**config.mk**
```make
export PLATFORM = sky130hd
export DESIGN_NAME = alsc_bank
export DESIGN_NICKNAME = d
export VERILOG_FILES = /design/src/design/alsc_pkg.sv /design/src/design/alsc_bank.sv /design/src/design/alsc_autozero.sv
export SDC_FILE = /design/constraint.sdc
export NUM_CORES = 1
export LEC_CHECK = 0
export ABC_AREA = 1
export BUFFER_PORTS_ARGS = -buffer_cell sky130_fd_sc_hd__buf_4
export CAP_MARGIN = 10
export CORE_MARGIN = 5
export CORE_UTILIZATION = 25
export DETAILED_ROUTE_END_ITERATION = 10
export PLACE_DENSITY = 0.52
export SYNTH_ARGS = -nofsm -noshare
export SYNTH_HDL_FRONTEND = slang
export SYNTH_SLANG_ARGS = --single-unit
```
**constraint.sdc**
```tcl
create_clock -name clk -period 3.9 [get_ports clk]
set_clock_uncertainty 0.1 [all_clocks]
set_input_delay 0.195 -clock clk [delete_from_list [all_inputs] [get_ports clk]]
set_output_delay 0.195 -clock clk [all_outputs]
set_load 0.01 [all_outputs]
```
**src/design/alsc_pkg.sv**
```systemverilog
// constants for the light sensor interrupt and sleep configuration bank
package alsc_pkg;
  localparam logic [7:0] ADDR_CONFIG_THREE = 8'hab;
  localparam logic [7:0] ADDR_AUTOZERO = 8'hd6;
  localparam logic [7:0] ADDR_INT_ENABLE = 8'hdd;
  localparam logic [7:0] ADDR_STATUS = 8'h93;
  localparam logic [7:0] CONFIG_THREE_RESET = 8'h4c;
  localparam logic [7:0] AUTOZERO_RESET = 8'h7f;
  localparam logic [7:0] INT_ENABLE_RESET = 8'h00;
  localparam int BIT_READ_CLEAR = 7;
  localparam int BIT_SLEEP_AFTER_IRQ = 4;
  localparam int BIT_SAT = 7;
  localparam int BIT_ALS = 4;
  localparam int BIT_PROX = 5;
  localparam logic [6:0] AZ_NEVER = 7'h00;
  localparam logic [6:0] AZ_FIRST_ONLY = 7'h7f;
  localparam logic [7:0] STATUS_USED = 8'hb8;
endpackage

```
**src/design/alsc_bank.sv**
```systemverilog
// interrupt, sleep and autozero configuration registers of the sensor
// Behaviour
// - status read clears all flags if enabled
// - sleep bit picks state after cycle
// - stop oscillator at enabled interrupt with sleep
// - sleeping looks off but power reads one
// - oscillator resumes once no enabled flag is set
// - autozero interval: zero never, all-ones first
// - autozero interval resets to all ones
// - bit 7 enables saturation interrupt
// - bit 4 enables als threshold interrupt
// - writing one clears a status flag
// - als flag sets at threshold event
// - saturation flag sets at analog saturation
`timescale 1ns/1ps
module alsc_bank
  import alsc_pkg::*;
(
  input wire logic clk,
  input wire logic rst,
  input wire logic reg_wr,
  input wire logic reg_rd,
  input wire logic [7:0] reg_addr,
  input wire logic [7:0] reg_wdata,
  output logic [7:0] reg_rdata,
  input wire logic power_on_bit,
  input wire logic cycle_done,
  input wire logic cycle_start,
  input wire logic als_threshold_evt,
  input wire logic saturation_evt,
  input wire logic prox_evt,
  input wire logic prox_irq_en,
  output logic irq_pin,
  output logic osc_enable,
  output logic power_on_readback,
  output logic autozero_run
);
  logic [7:0] cfg_ff, nxt_cfg;
  logic [7:0] az_ff, nxt_az;
  logic [7:0] ien_ff, nxt_ien;
  logic [7:0] stat_ff, nxt_stat;
  logic [7:0] rdata_ff, nxt_rdata;
  logic irq_ff, nxt_irq;
  logic sleep_ff, nxt_sleep;
  logic osc_ff, nxt_osc;
  logic pwr_ff, nxt_pwr;
  logic az_run;
  logic [7:0] set_bits;
  logic [7:0] clr_bits;
  logic irq_cond;

  always_comb begin
    set_bits = 8'h00;
    set_bits[BIT_ALS] = als_threshold_evt;
    set_bits[BIT_SAT] = saturation_evt;
    set_bits[BIT_PROX] = prox_evt;
    clr_bits = 8'h00;
    if (reg_wr && reg_addr == ADDR_STATUS) begin
      clr_bits = reg_wdata;
    end
    if (reg_rd && reg_addr == ADDR_STATUS && cfg_ff[BIT_READ_CLEAR]) begin
      clr_bits = 8'hff;
    end
    // set beats clear so an event in the clearing cycle survives
    nxt_stat = ((stat_ff & ~clr_bits) | set_bits) & STATUS_USED;
  end

  always_comb begin
    nxt_cfg = cfg_ff;
    nxt_az = az_ff;
    nxt_ien = ien_ff;
    if (reg_wr) begin
      case (reg_addr)
        ADDR_CONFIG_THREE: nxt_cfg = reg_wdata;
        ADDR_AUTOZERO: nxt_az = reg_wdata;
        ADDR_INT_ENABLE: nxt_ien = reg_wdata;
        default: ;
      endcase
    end
  end

  always_comb begin
    nxt_rdata = rdata_ff;
    if (reg_rd) begin
      case (reg_addr)
        ADDR_CONFIG_THREE: nxt_rdata = cfg_ff;
        ADDR_AUTOZERO: nxt_rdata = az_ff;
        ADDR_INT_ENABLE: nxt_rdata = ien_ff;
        ADDR_STATUS: nxt_rdata = stat_ff;
        default: nxt_rdata = 8'h00;
      endcase
    end
  end

  always_comb begin
    irq_cond = (stat_ff[BIT_ALS] && ien_ff[BIT_ALS])
      || (stat_ff[BIT_SAT] && ien_ff[BIT_SAT])
      || (stat_ff[BIT_PROX] && prox_irq_en);
    nxt_irq = irq_cond;
    nxt_sleep = sleep_ff;
    // sleep is entered only at the end of a measurement cycle
    if (cycle_done && cfg_ff[BIT_SLEEP_AFTER_IRQ] && irq_cond) begin
      nxt_sleep = 1'b1;
    end
    // wake follows the enabled flags, so dropping an enable also wakes;
    // clearing the sleep bit alone does not
    if (!irq_cond) begin
      nxt_sleep = 1'b0;
    end
    nxt_osc = power_on_bit && !nxt_sleep;
    nxt_pwr = power_on_bit;
  end

  always_ff @(posedge clk) begin
    if (rst) begin
      cfg_ff <= CONFIG_THREE_RESET;
      az_ff <= AUTOZERO_RESET;
      ien_ff <= INT_ENABLE_RESET;
      stat_ff <= 8'h00;
      rdata_ff <= 8'h00;
      irq_ff <= 1'b0;
      sleep_ff <= 1'b0;
      osc_ff <= 1'b0;
      pwr_ff <= 1'b0;
    end else begin
      cfg_ff <= nxt_cfg;
      az_ff <= nxt_az;
      ien_ff <= nxt_ien;
      stat_ff <= nxt_stat;
      rdata_ff <= nxt_rdata;
      irq_ff <= nxt_irq;
      sleep_ff <= nxt_sleep;
      osc_ff <= nxt_osc;
      pwr_ff <= nxt_pwr;
    end
  end

  alsc_autozero u_az (
    .clk(clk),
    .rst(rst),
    .interval(az_ff[6:0]),
    .cycle_start(cycle_start && osc_ff),
    .run_az(az_run)
  );

  assign reg_rdata = rdata_ff;
  assign irq_pin = irq_ff;
  assign osc_enable = osc_ff;
  assign power_on_readback = pwr_ff;
  assign autozero_run = az_run;

  a_read_clear: assert property (@(posedge clk) disable iff (rst)
    (reg_rd && reg_addr == ADDR_STATUS && cfg_ff[BIT_READ_CLEAR]
     && set_bits == 8'h00) |=> stat_ff == 8'h00)
    else $error("status not cleared by read");
  a_read_precl: assert property (@(posedge clk) disable iff (rst)
    (reg_rd && reg_addr == ADDR_STATUS) |=> reg_rdata == $past(stat_ff))
    else $error("read data not pre-clear status");
  a_rdata_hold: assert property (@(posedge clk) disable iff (rst)
    !reg_rd |=> $stable(reg_rdata))
    else $error("read data changed without a read");
  a_osc_stop: assert property (@(posedge clk) disable iff (rst)
    sleep_ff |-> !osc_enable)
    else $error("oscillator running while asleep");
  a_sleep_enter: assert property (@(posedge clk) disable iff (rst)
    (cycle_done && cfg_ff[BIT_SLEEP_AFTER_IRQ] && irq_cond)
    |=> sleep_ff)
    else $error("did not sleep after interrupt");
  a_power_read: assert property (@(posedge clk) disable iff (rst)
    (sleep_ff && power_on_bit) |=> power_on_readback)
    else $error("power bit lost while asleep");
  a_az_gate: assert property (@(posedge clk) disable iff (rst)
    !osc_enable |=> !autozero_run)
    else $error("autozero ran with oscillator stopped");
  a_wake_clear: assert property (@(posedge clk) disable iff (rst)
    (sleep_ff && irq_cond) |=> sleep_ff)
    else $error("woke with interrupt pending");
  a_wake_done: assert property (@(posedge clk) disable iff (rst)
    (sleep_ff && !irq_cond) |=> !sleep_ff)
    else $error("still asleep after flags cleared");
  a_als_irq: assert property (@(posedge clk) disable iff (rst)
    (stat_ff[BIT_ALS] && ien_ff[BIT_ALS]) |=> irq_pin)
    else $error("als interrupt missing at pin");
  a_sat_irq: assert property (@(posedge clk) disable iff (rst)
    (stat_ff[BIT_SAT] && ien_ff[BIT_SAT]) |=> irq_pin)
    else $error("saturation interrupt missing at pin");
  a_prox_irq: assert property (@(posedge clk) disable iff (rst)
    (stat_ff[BIT_PROX] && prox_irq_en) |=> irq_pin)
    else $error("proximity interrupt missing at pin");
  a_irq_off: assert property (@(posedge clk) disable iff (rst)
    !irq_cond |=> !irq_pin)
    else $error("interrupt pin high with no enabled flag");
  a_ien_write: assert property (@(posedge clk) disable iff (rst)
    (reg_wr && reg_addr == ADDR_INT_ENABLE) |=> ien_ff == $past(reg_wdata))
    else $error("interrupt enable write lost");
  a_w1c_flag: assert property (@(posedge clk) disable iff (rst)
    (reg_wr && reg_addr == ADDR_STATUS && reg_wdata[BIT_ALS]
     && !als_threshold_evt) |=> !stat_ff[BIT_ALS])
    else $error("write one did not clear flag");
  a_als_set: assert property (@(posedge clk) disable iff (rst)
    als_threshold_evt |=> stat_ff[BIT_ALS])
    else $error("als flag not set");
  a_sat_set: assert property (@(posedge clk) disable iff (rst)
    saturation_evt |=> stat_ff[BIT_SAT])
    else $error("saturation flag not set");
  a_az_reset: assert property (@(posedge clk)
    (!rst && $past(rst)) |-> az_ff[6:0] == AZ_FIRST_ONLY)
    else $error("autozero interval reset wrong");
  a_sleep_gate: assert property (@(posedge clk) disable iff (rst)
    (!sleep_ff && !cfg_ff[BIT_SLEEP_AFTER_IRQ]) |=> !sleep_ff)
    else $error("slept with sleep bit clear");

  c_sleep: cover property (@(posedge clk) disable iff (rst)
    !sleep_ff ##1 sleep_ff);
  c_wake: cover property (@(posedge clk) disable iff (rst)
    sleep_ff ##1 !sleep_ff);
  c_rc: cover property (@(posedge clk) disable iff (rst)
    reg_rd && reg_addr == ADDR_STATUS && cfg_ff[BIT_READ_CLEAR]);
  c_az: cover property (@(posedge clk) disable iff (rst) autozero_run);
  c_sat_irq: cover property (@(posedge clk) disable iff (rst)
    stat_ff[BIT_SAT] && ien_ff[BIT_SAT]);
endmodule // alsc_bank

```
**src/design/alsc_autozero.sv**
```systemverilog
// autozero scheduler: decides which als cycles get an autozero run
`timescale 1ns/1ps
module alsc_autozero
  import alsc_pkg::*;
(
  input wire logic clk,
  input wire logic rst,
  input wire logic [6:0] interval,
  input wire logic cycle_start,
  output logic run_az
);
  logic [6:0] cnt_ff, nxt_cnt;
  logic first_ff, nxt_first;
  logic run_ff, nxt_run;

  always_comb begin
    nxt_cnt = cnt_ff;
    nxt_first = first_ff;
    nxt_run = 1'b0;
    if (cycle_start) begin
      nxt_first = 1'b0;
      if (interval == AZ_FIRST_ONLY) begin
        nxt_run = first_ff;
      end else if (interval != AZ_NEVER) begin
        // count from zero so cycle 0, n, 2n... run autozero
        nxt_run = (cnt_ff == 7'h00);
        nxt_cnt = (cnt_ff + 7'h01 >= interval) ? 7'h00 : cnt_ff + 7'h01;
      end
    end
  end

  always_ff @(posedge clk) begin
    if (rst) begin
      cnt_ff <= 7'h00;
      first_ff <= 1'b1;
      run_ff <= 1'b0;
    end else begin
      cnt_ff <= nxt_cnt;
      first_ff <= nxt_first;
      run_ff <= nxt_run;
    end
  end

  assign run_az = run_ff;

  a_az_never: assert property (@(posedge clk) disable iff (rst)
    (cycle_start && interval == AZ_NEVER) |=> !run_az)
    else $error("autozero ran with interval zero");
  a_az_first: assert property (@(posedge clk) disable iff (rst)
    (cycle_start && interval == AZ_FIRST_ONLY && !first_ff) |=> !run_az)
    else $error("autozero repeated in first-only mode");
endmodule // alsc_autozero

```
* Word-level counts from Yosys, hierarchy flattened *
Cells that the tools add are included.

cells by class
  add/sub/neg operators = 1
  $mul = 0
  div/mod/pow operators = 0
  $lt $le $gt $ge = 1
  equal/unequal tests = 5
  shift-type cells = 0
  mux-type cells = 8
  bitwise gates (word level) = 5
  reductions and logical operators = 20

operator list
  cell                                         number
  == test 8 bit, second input constant         4
  case mux 8 bit (4 select lines)              1
  two-way mux 8 bit                            2
  logical AND 1 bit                            10
  AND 8 bit                                    1
  NOT 8 bit                                    1
  bitwise OR 8 bit                             1
  adder 7 x 1 -> 7 bit, second input constant  1
  == test 7 bit, second input constant         1
  greater-or-equal comparator 7 bit            1
  logical NOT 7 bit                            1
  two-way mux 7 bit                            1
  nonzero test 7 bit                           1
  AND reduction 2 bit                          3
  two-way mux 1 bit                            4
  AND reduction 3 bit                          1
  logical OR 1 bit                             2
  NOT 1 bit                                    2
  OR reduction 2 bit                           1
  logical NOT 1 bit                            1

word-level totals
  bits in registers = 53
  latch bits = 0
  bits in writable memories = 0
  bits in read-only memories = 0
  bits of input ports = 27
  output and inout port bits = 12
  memories kept = 0

* Longest topological paths before layout *
  word-level depth = 8
  gate-level depth with buffers = 14

* Cells and area by module *
Synthesis repeated with hierarchy kept, for this count alone.

unflattened totals
  cell total of the unflattened synthesis = 382
  area total of the unflattened synthesis = 2630.0 um^2

by module, submodules not included
  module         instances  cells an instance  area each (um^2)  seq. area each (um^2)
  alsc_bank      1          255                1830.5            800.8
  alsc_autozero  1          127                799.5             180.2

* Least setup slack after synthesis *
OpenSTA, ideal clock, no wires.

  kind = register to register
  from = register u_az.cnt_ff[0]
  to = register u_az.cnt_ff[0]
  setup time = 0.065 ns
  arrival time = 1.832 ns
  data required time = 3.735 ns
  setup slack = 1.902 ns
  stages on the path, launching flop included = 14
  buffers on the path = 0
  cell sequence = dfxtp_1 ha_1 nand3_1 nor2_1 nand2_1 nand2_1 nand2_1 ha_1 a21oi_1 o21a_1 nand2_1 nor2_1 nor2_1 nor2_1

between the ends
  word-level cells in the longest chain between the ends = 3

RTL lines
  item                               line                 source
  from (decl)                        alsc_autozero.sv:12  logic [6:0] cnt_ff, nxt_cnt;
  from (signal assigned)             alsc_autozero.sv:38  cnt_ff <= nxt_cnt;
  adder 7 x 1 -> 7 bit *             alsc_autozero.sv:27  nxt_cnt = (cnt_ff + 7'h01 >= interval) ? 7'h00 : cnt_ff + 7'h01;
  greater-or-equal comparator 7 bit  alsc_autozero.sv:27
  two-way mux 7 bit *                alsc_autozero.sv:27

Mark *: on every way between the ends. The rest lies on a longest branch, timed or not.
A chain may end at the register's enable or synchronous reset.

* Final worst setup path *
Ends and elaborated chain as after synthesis.

==> flow_summary_export.csv <==
group,metric,value,unit
power_and_ir_drop,pwr-share-comb,8.2,%
routing,wire_per_inst,12.4,µm
critical_path,timing_worst_setup_path_type,"flip-flop to flip-flop",
synth,yosysWarnings,0,
synth,synth_top_family_by_area,"simple AND/OR/NAND/NOR gates",
synth,synth-seq-cells,49,
synth,synth.top_cells.by_area,"dfxtp_1 39%, nand2_1 13%, nand3_1 11%, a21oi_1 7.5%, inv_1 5.8%",
finish,drive_gt1_share,16.8,%
sta,fmax,443,MHz
routing,dr.pass1.iters,4,
synth,synth_top_area_share,38.7,%
sta,final_max_slew_viol_count,0,
critical_path,arrival,2.41,ns
floorplan,fp.coreArea,9820,µm²
critical_path,start_kind,"flip-flop",
clock_network,cts_resized,0,
placed_design,dpl_worst_slack,1.66,ns
global_route,busiest_layer,"met2",
clock_network,clk_pin_slew,0.10,ns
global_route,grt_usage,11.1,%
synth,synth_mux_area_share,0,%
clock_network,clockBufferDepth,2,
floorplan,start_util,25.8,%
global_route,use_met2,17.8,%
sta,setup_viol_count_final,0,
synth,synth_compound_area_share,12.0,%
sta,worst_pin_slew,0.824,ns
placed_design,hpwl,4910,µm
power_and_ir_drop,ir_drop,0.000135,V
routing,vias,2402,
power_and_ir_drop,power_switching_share,26.3,%
finish,n_antenna_cell,0,
critical_path,cp-end-kind,"flip-flop",
global_route,grt_max_degree,32,
synth,synth_nets,399,
clock_network,numCtsBuffers,5,
worst_hold_path,hold_path_class,"primary input to flip-flop",
power_and_ir_drop,netSwitchingPower,0.237,mW
power_and_ir_drop,power_frac_clock,35.4,%
floorplan,num_io_pins,39,
placed_design,io_buffers,38,
power_and_ir_drop,p_int,0.666,mW
synth,synth_fa_ha_area_share,4.45,%
floorplan,die_x,111,µm
floorplan,rows,36,
sta,setup_tns,0,ns
critical_path,worstPathRequired,4.05,ns
clock_network,htree_levels,2,
sta,final-hold-violation-count,0,
finish,nets,435,
sta,rsz0062_at_grt,"false",
routing,drt_iter0_drc,123,
outcome,outcome,"finished clean",
synth,syn_area_per_cell,6.98,µm²
placed_design,placed_area,2910,µm²
job,timing.max_cap.violations,0,
synth,synth-xor-area-share,1.04,%
placed_design,place_congestion,0.845,
floorplan,dieHeight,111,µm
sta,worst_slack,1.64,ns
sta,relSlewSlack,44.9,%
synth,syn_inst,363,
global_route,grtUsageMet3,2.63,%
routing,avgViaCountPerCell,4.51,
synth,synth_simple_gate_area_share,34.4,%
global_route,use_met1,15.1,%
clock_network,insertion_delay,0.31,ns
finish,area_delta_synth_final,19.9,%
synth,synth-seq-area-share,38.7,%
critical_path,crit_fanout,7,
global_route,grt_pass1_vias,2368,
global_route,grt_overflow,0,
sta,fin_crit_sh,57.9,%
clock_network,cts_tree,"built",
floorplan,die_area,12200,µm²
finish,final_cell_area,3040,µm²
power_and_ir_drop,power_leakage,1.41,nW
clock_network,root_buffer,"clkbuf_8",
synth,synth_cell_types,26,
routing,wirelength,6620,µm
clock_network,cts.sinks,49,
routing,antenna_left,0,
routing,drc_errors,0,
power_and_ir_drop,power_density,297,nW/µm²
sta,fin_crit,2.26,ns
synth,synth_area,2530,µm²
global_route,antenna_found_initial,0,
finish,nFillCells,1138,
power_and_ir_drop,power.share.sequential,56.3,%
global_route,grt_first_pass_wirelength,11400,µm
synth,synth_top_cell_by_area,"dfxtp_1",
-- per-stage QoR --
step | hold WS, ns | total power [mW] | cells | utilization [%]
3_3_place_gp | 0.323 | 0.594 | 522 | 29.7
3_5_place_dp | 0.322 | 0.594 | 522 | 29.7
6_report | 0.0113 | 0.903 | 533 | 30.9
4_1_cts | 0.00615 | 0.919 | 533 | 30.9
5_1_grt | 0.0226 | 0.947 | 533 | 30.9
2_1_floorplan | 0.184 | 0.555 | 363 | -
-- cell families (layout without fill, tap and decap cells) --
kind of cell,count (synthesis),in the layout
and+or+nand+nor,188,188
AOI/OAI and AO/OA,58,58
buffers and inverters,56,93
DFF,49,49
adders and majority gates,9,9
xor gates and xnor gates,3,3
-- cells in the mapped netlist (all sizes together) --
cell,number
ha,9
and2,1
clkinv,1
xor2,3
dfxtp,49
a21oi,41
o21ai,16
nor2,21
nand2,92
o21a,1
nand4,9
clkbuf,4
nor3,3
buf,8
nand3,62
inv,43
-- metal layers --
layer  vias up  part of all wire [%]
met2        49                    44
met5         -                     0
li1       1264                     -
met3         5                   4.5
met1      1084                    51
met4         0                  0.88
-- cell type report --
cell class                 count  area [µm²]  share of cell area, %
clock buffer                   5        68.8                   2.27
timing repair buffer          41         315                   10.4
sequential                    49         981                   32.3
multi-input combinational    258        1320                   43.3
clock inverter                 3        25.0                  0.824
tap                          133         166                   5.48
inverter                      44         165                   5.44
-- worst max-delay path: stages, from the launching register on --
cell and delay (ns):
dfxtp_1 0.42, ha_1 0.22, nand3_1 0.12, nor2_1 0.15, nand2_1 0.07, nand2_1 0.05
nand2_1 0.06, ha_1 0.29, a21oi_1 0.15, o21a_1 0.26, nand2_1 0.09, nor2_1 0.12
nor2_1 0.05, nor2_1 0.07
-- registers in the layout, summed over array words and instances, names as in the netlist, 4 cells and up --
signal,cells
ien_ff,8
az_ff,8
stat_ff,4
reg_rdata,8
cfg_ff,8
u_az.cnt_ff,7
-- final timing paths --
| check | start | endpoint | slack [ns] | depth (start not counted) |
|---|---|---|---|---|
| max | u_az.cnt_ff[0]$_SDFFE_PP0P_ | u_az.cnt_ff[0]$_SDFFE_PP0P_ | 1.64 | 13 |
| max reg2reg | u_az.cnt_ff[0]$_SDFFE_PP0P_ | u_az.cnt_ff[0]$_SDFFE_PP0P_ | 1.64 | 13 |
| min | reg_wdata[1] | az_ff[1]$_SDFFE_PP1P_ | 0.01 | 3 |
| min reg2reg | cfg_ff[1]$_SDFFE_PP0P_ | cfg_ff[1]$_SDFFE_PP0P_ | 0.35 | 2 |
-- cells in the final DEF, fill, tap and decap left out, types with 5 or more instances in the layout --
master    netlist  layout
nor2_1         16      16
inv_1          39      39
o21ai_0         8       8
dfxtp_1        49      49
ha_1            9       9
o21ai_1         8       8
a21oi_1        38      38
buf_4           2      38
nand2_1        88      88
nand4_1         9       9
clkbuf_8        0       5
nand3_1        58      58
-- timing repair --
action                                  CTS  global route
buffers inserted                          0             0
hold endpoints to repair                  3             0
endpoints found under the setup margin    0             0
hold buffers                              3             0
-- power by group through the flow --
stage          combinational, mW  clock [mW]  sequential [mW]
3_5_place_dp              0.0734           0            0.520
3_3_place_gp              0.0734           0            0.520
6_report                  0.0745       0.320            0.509
5_1_grt                   0.0842       0.353            0.510
4_1_cts                   0.0762       0.334            0.509
2_1_floorplan             0.0341           0            0.521
Power figures use the tool's default switching activity.
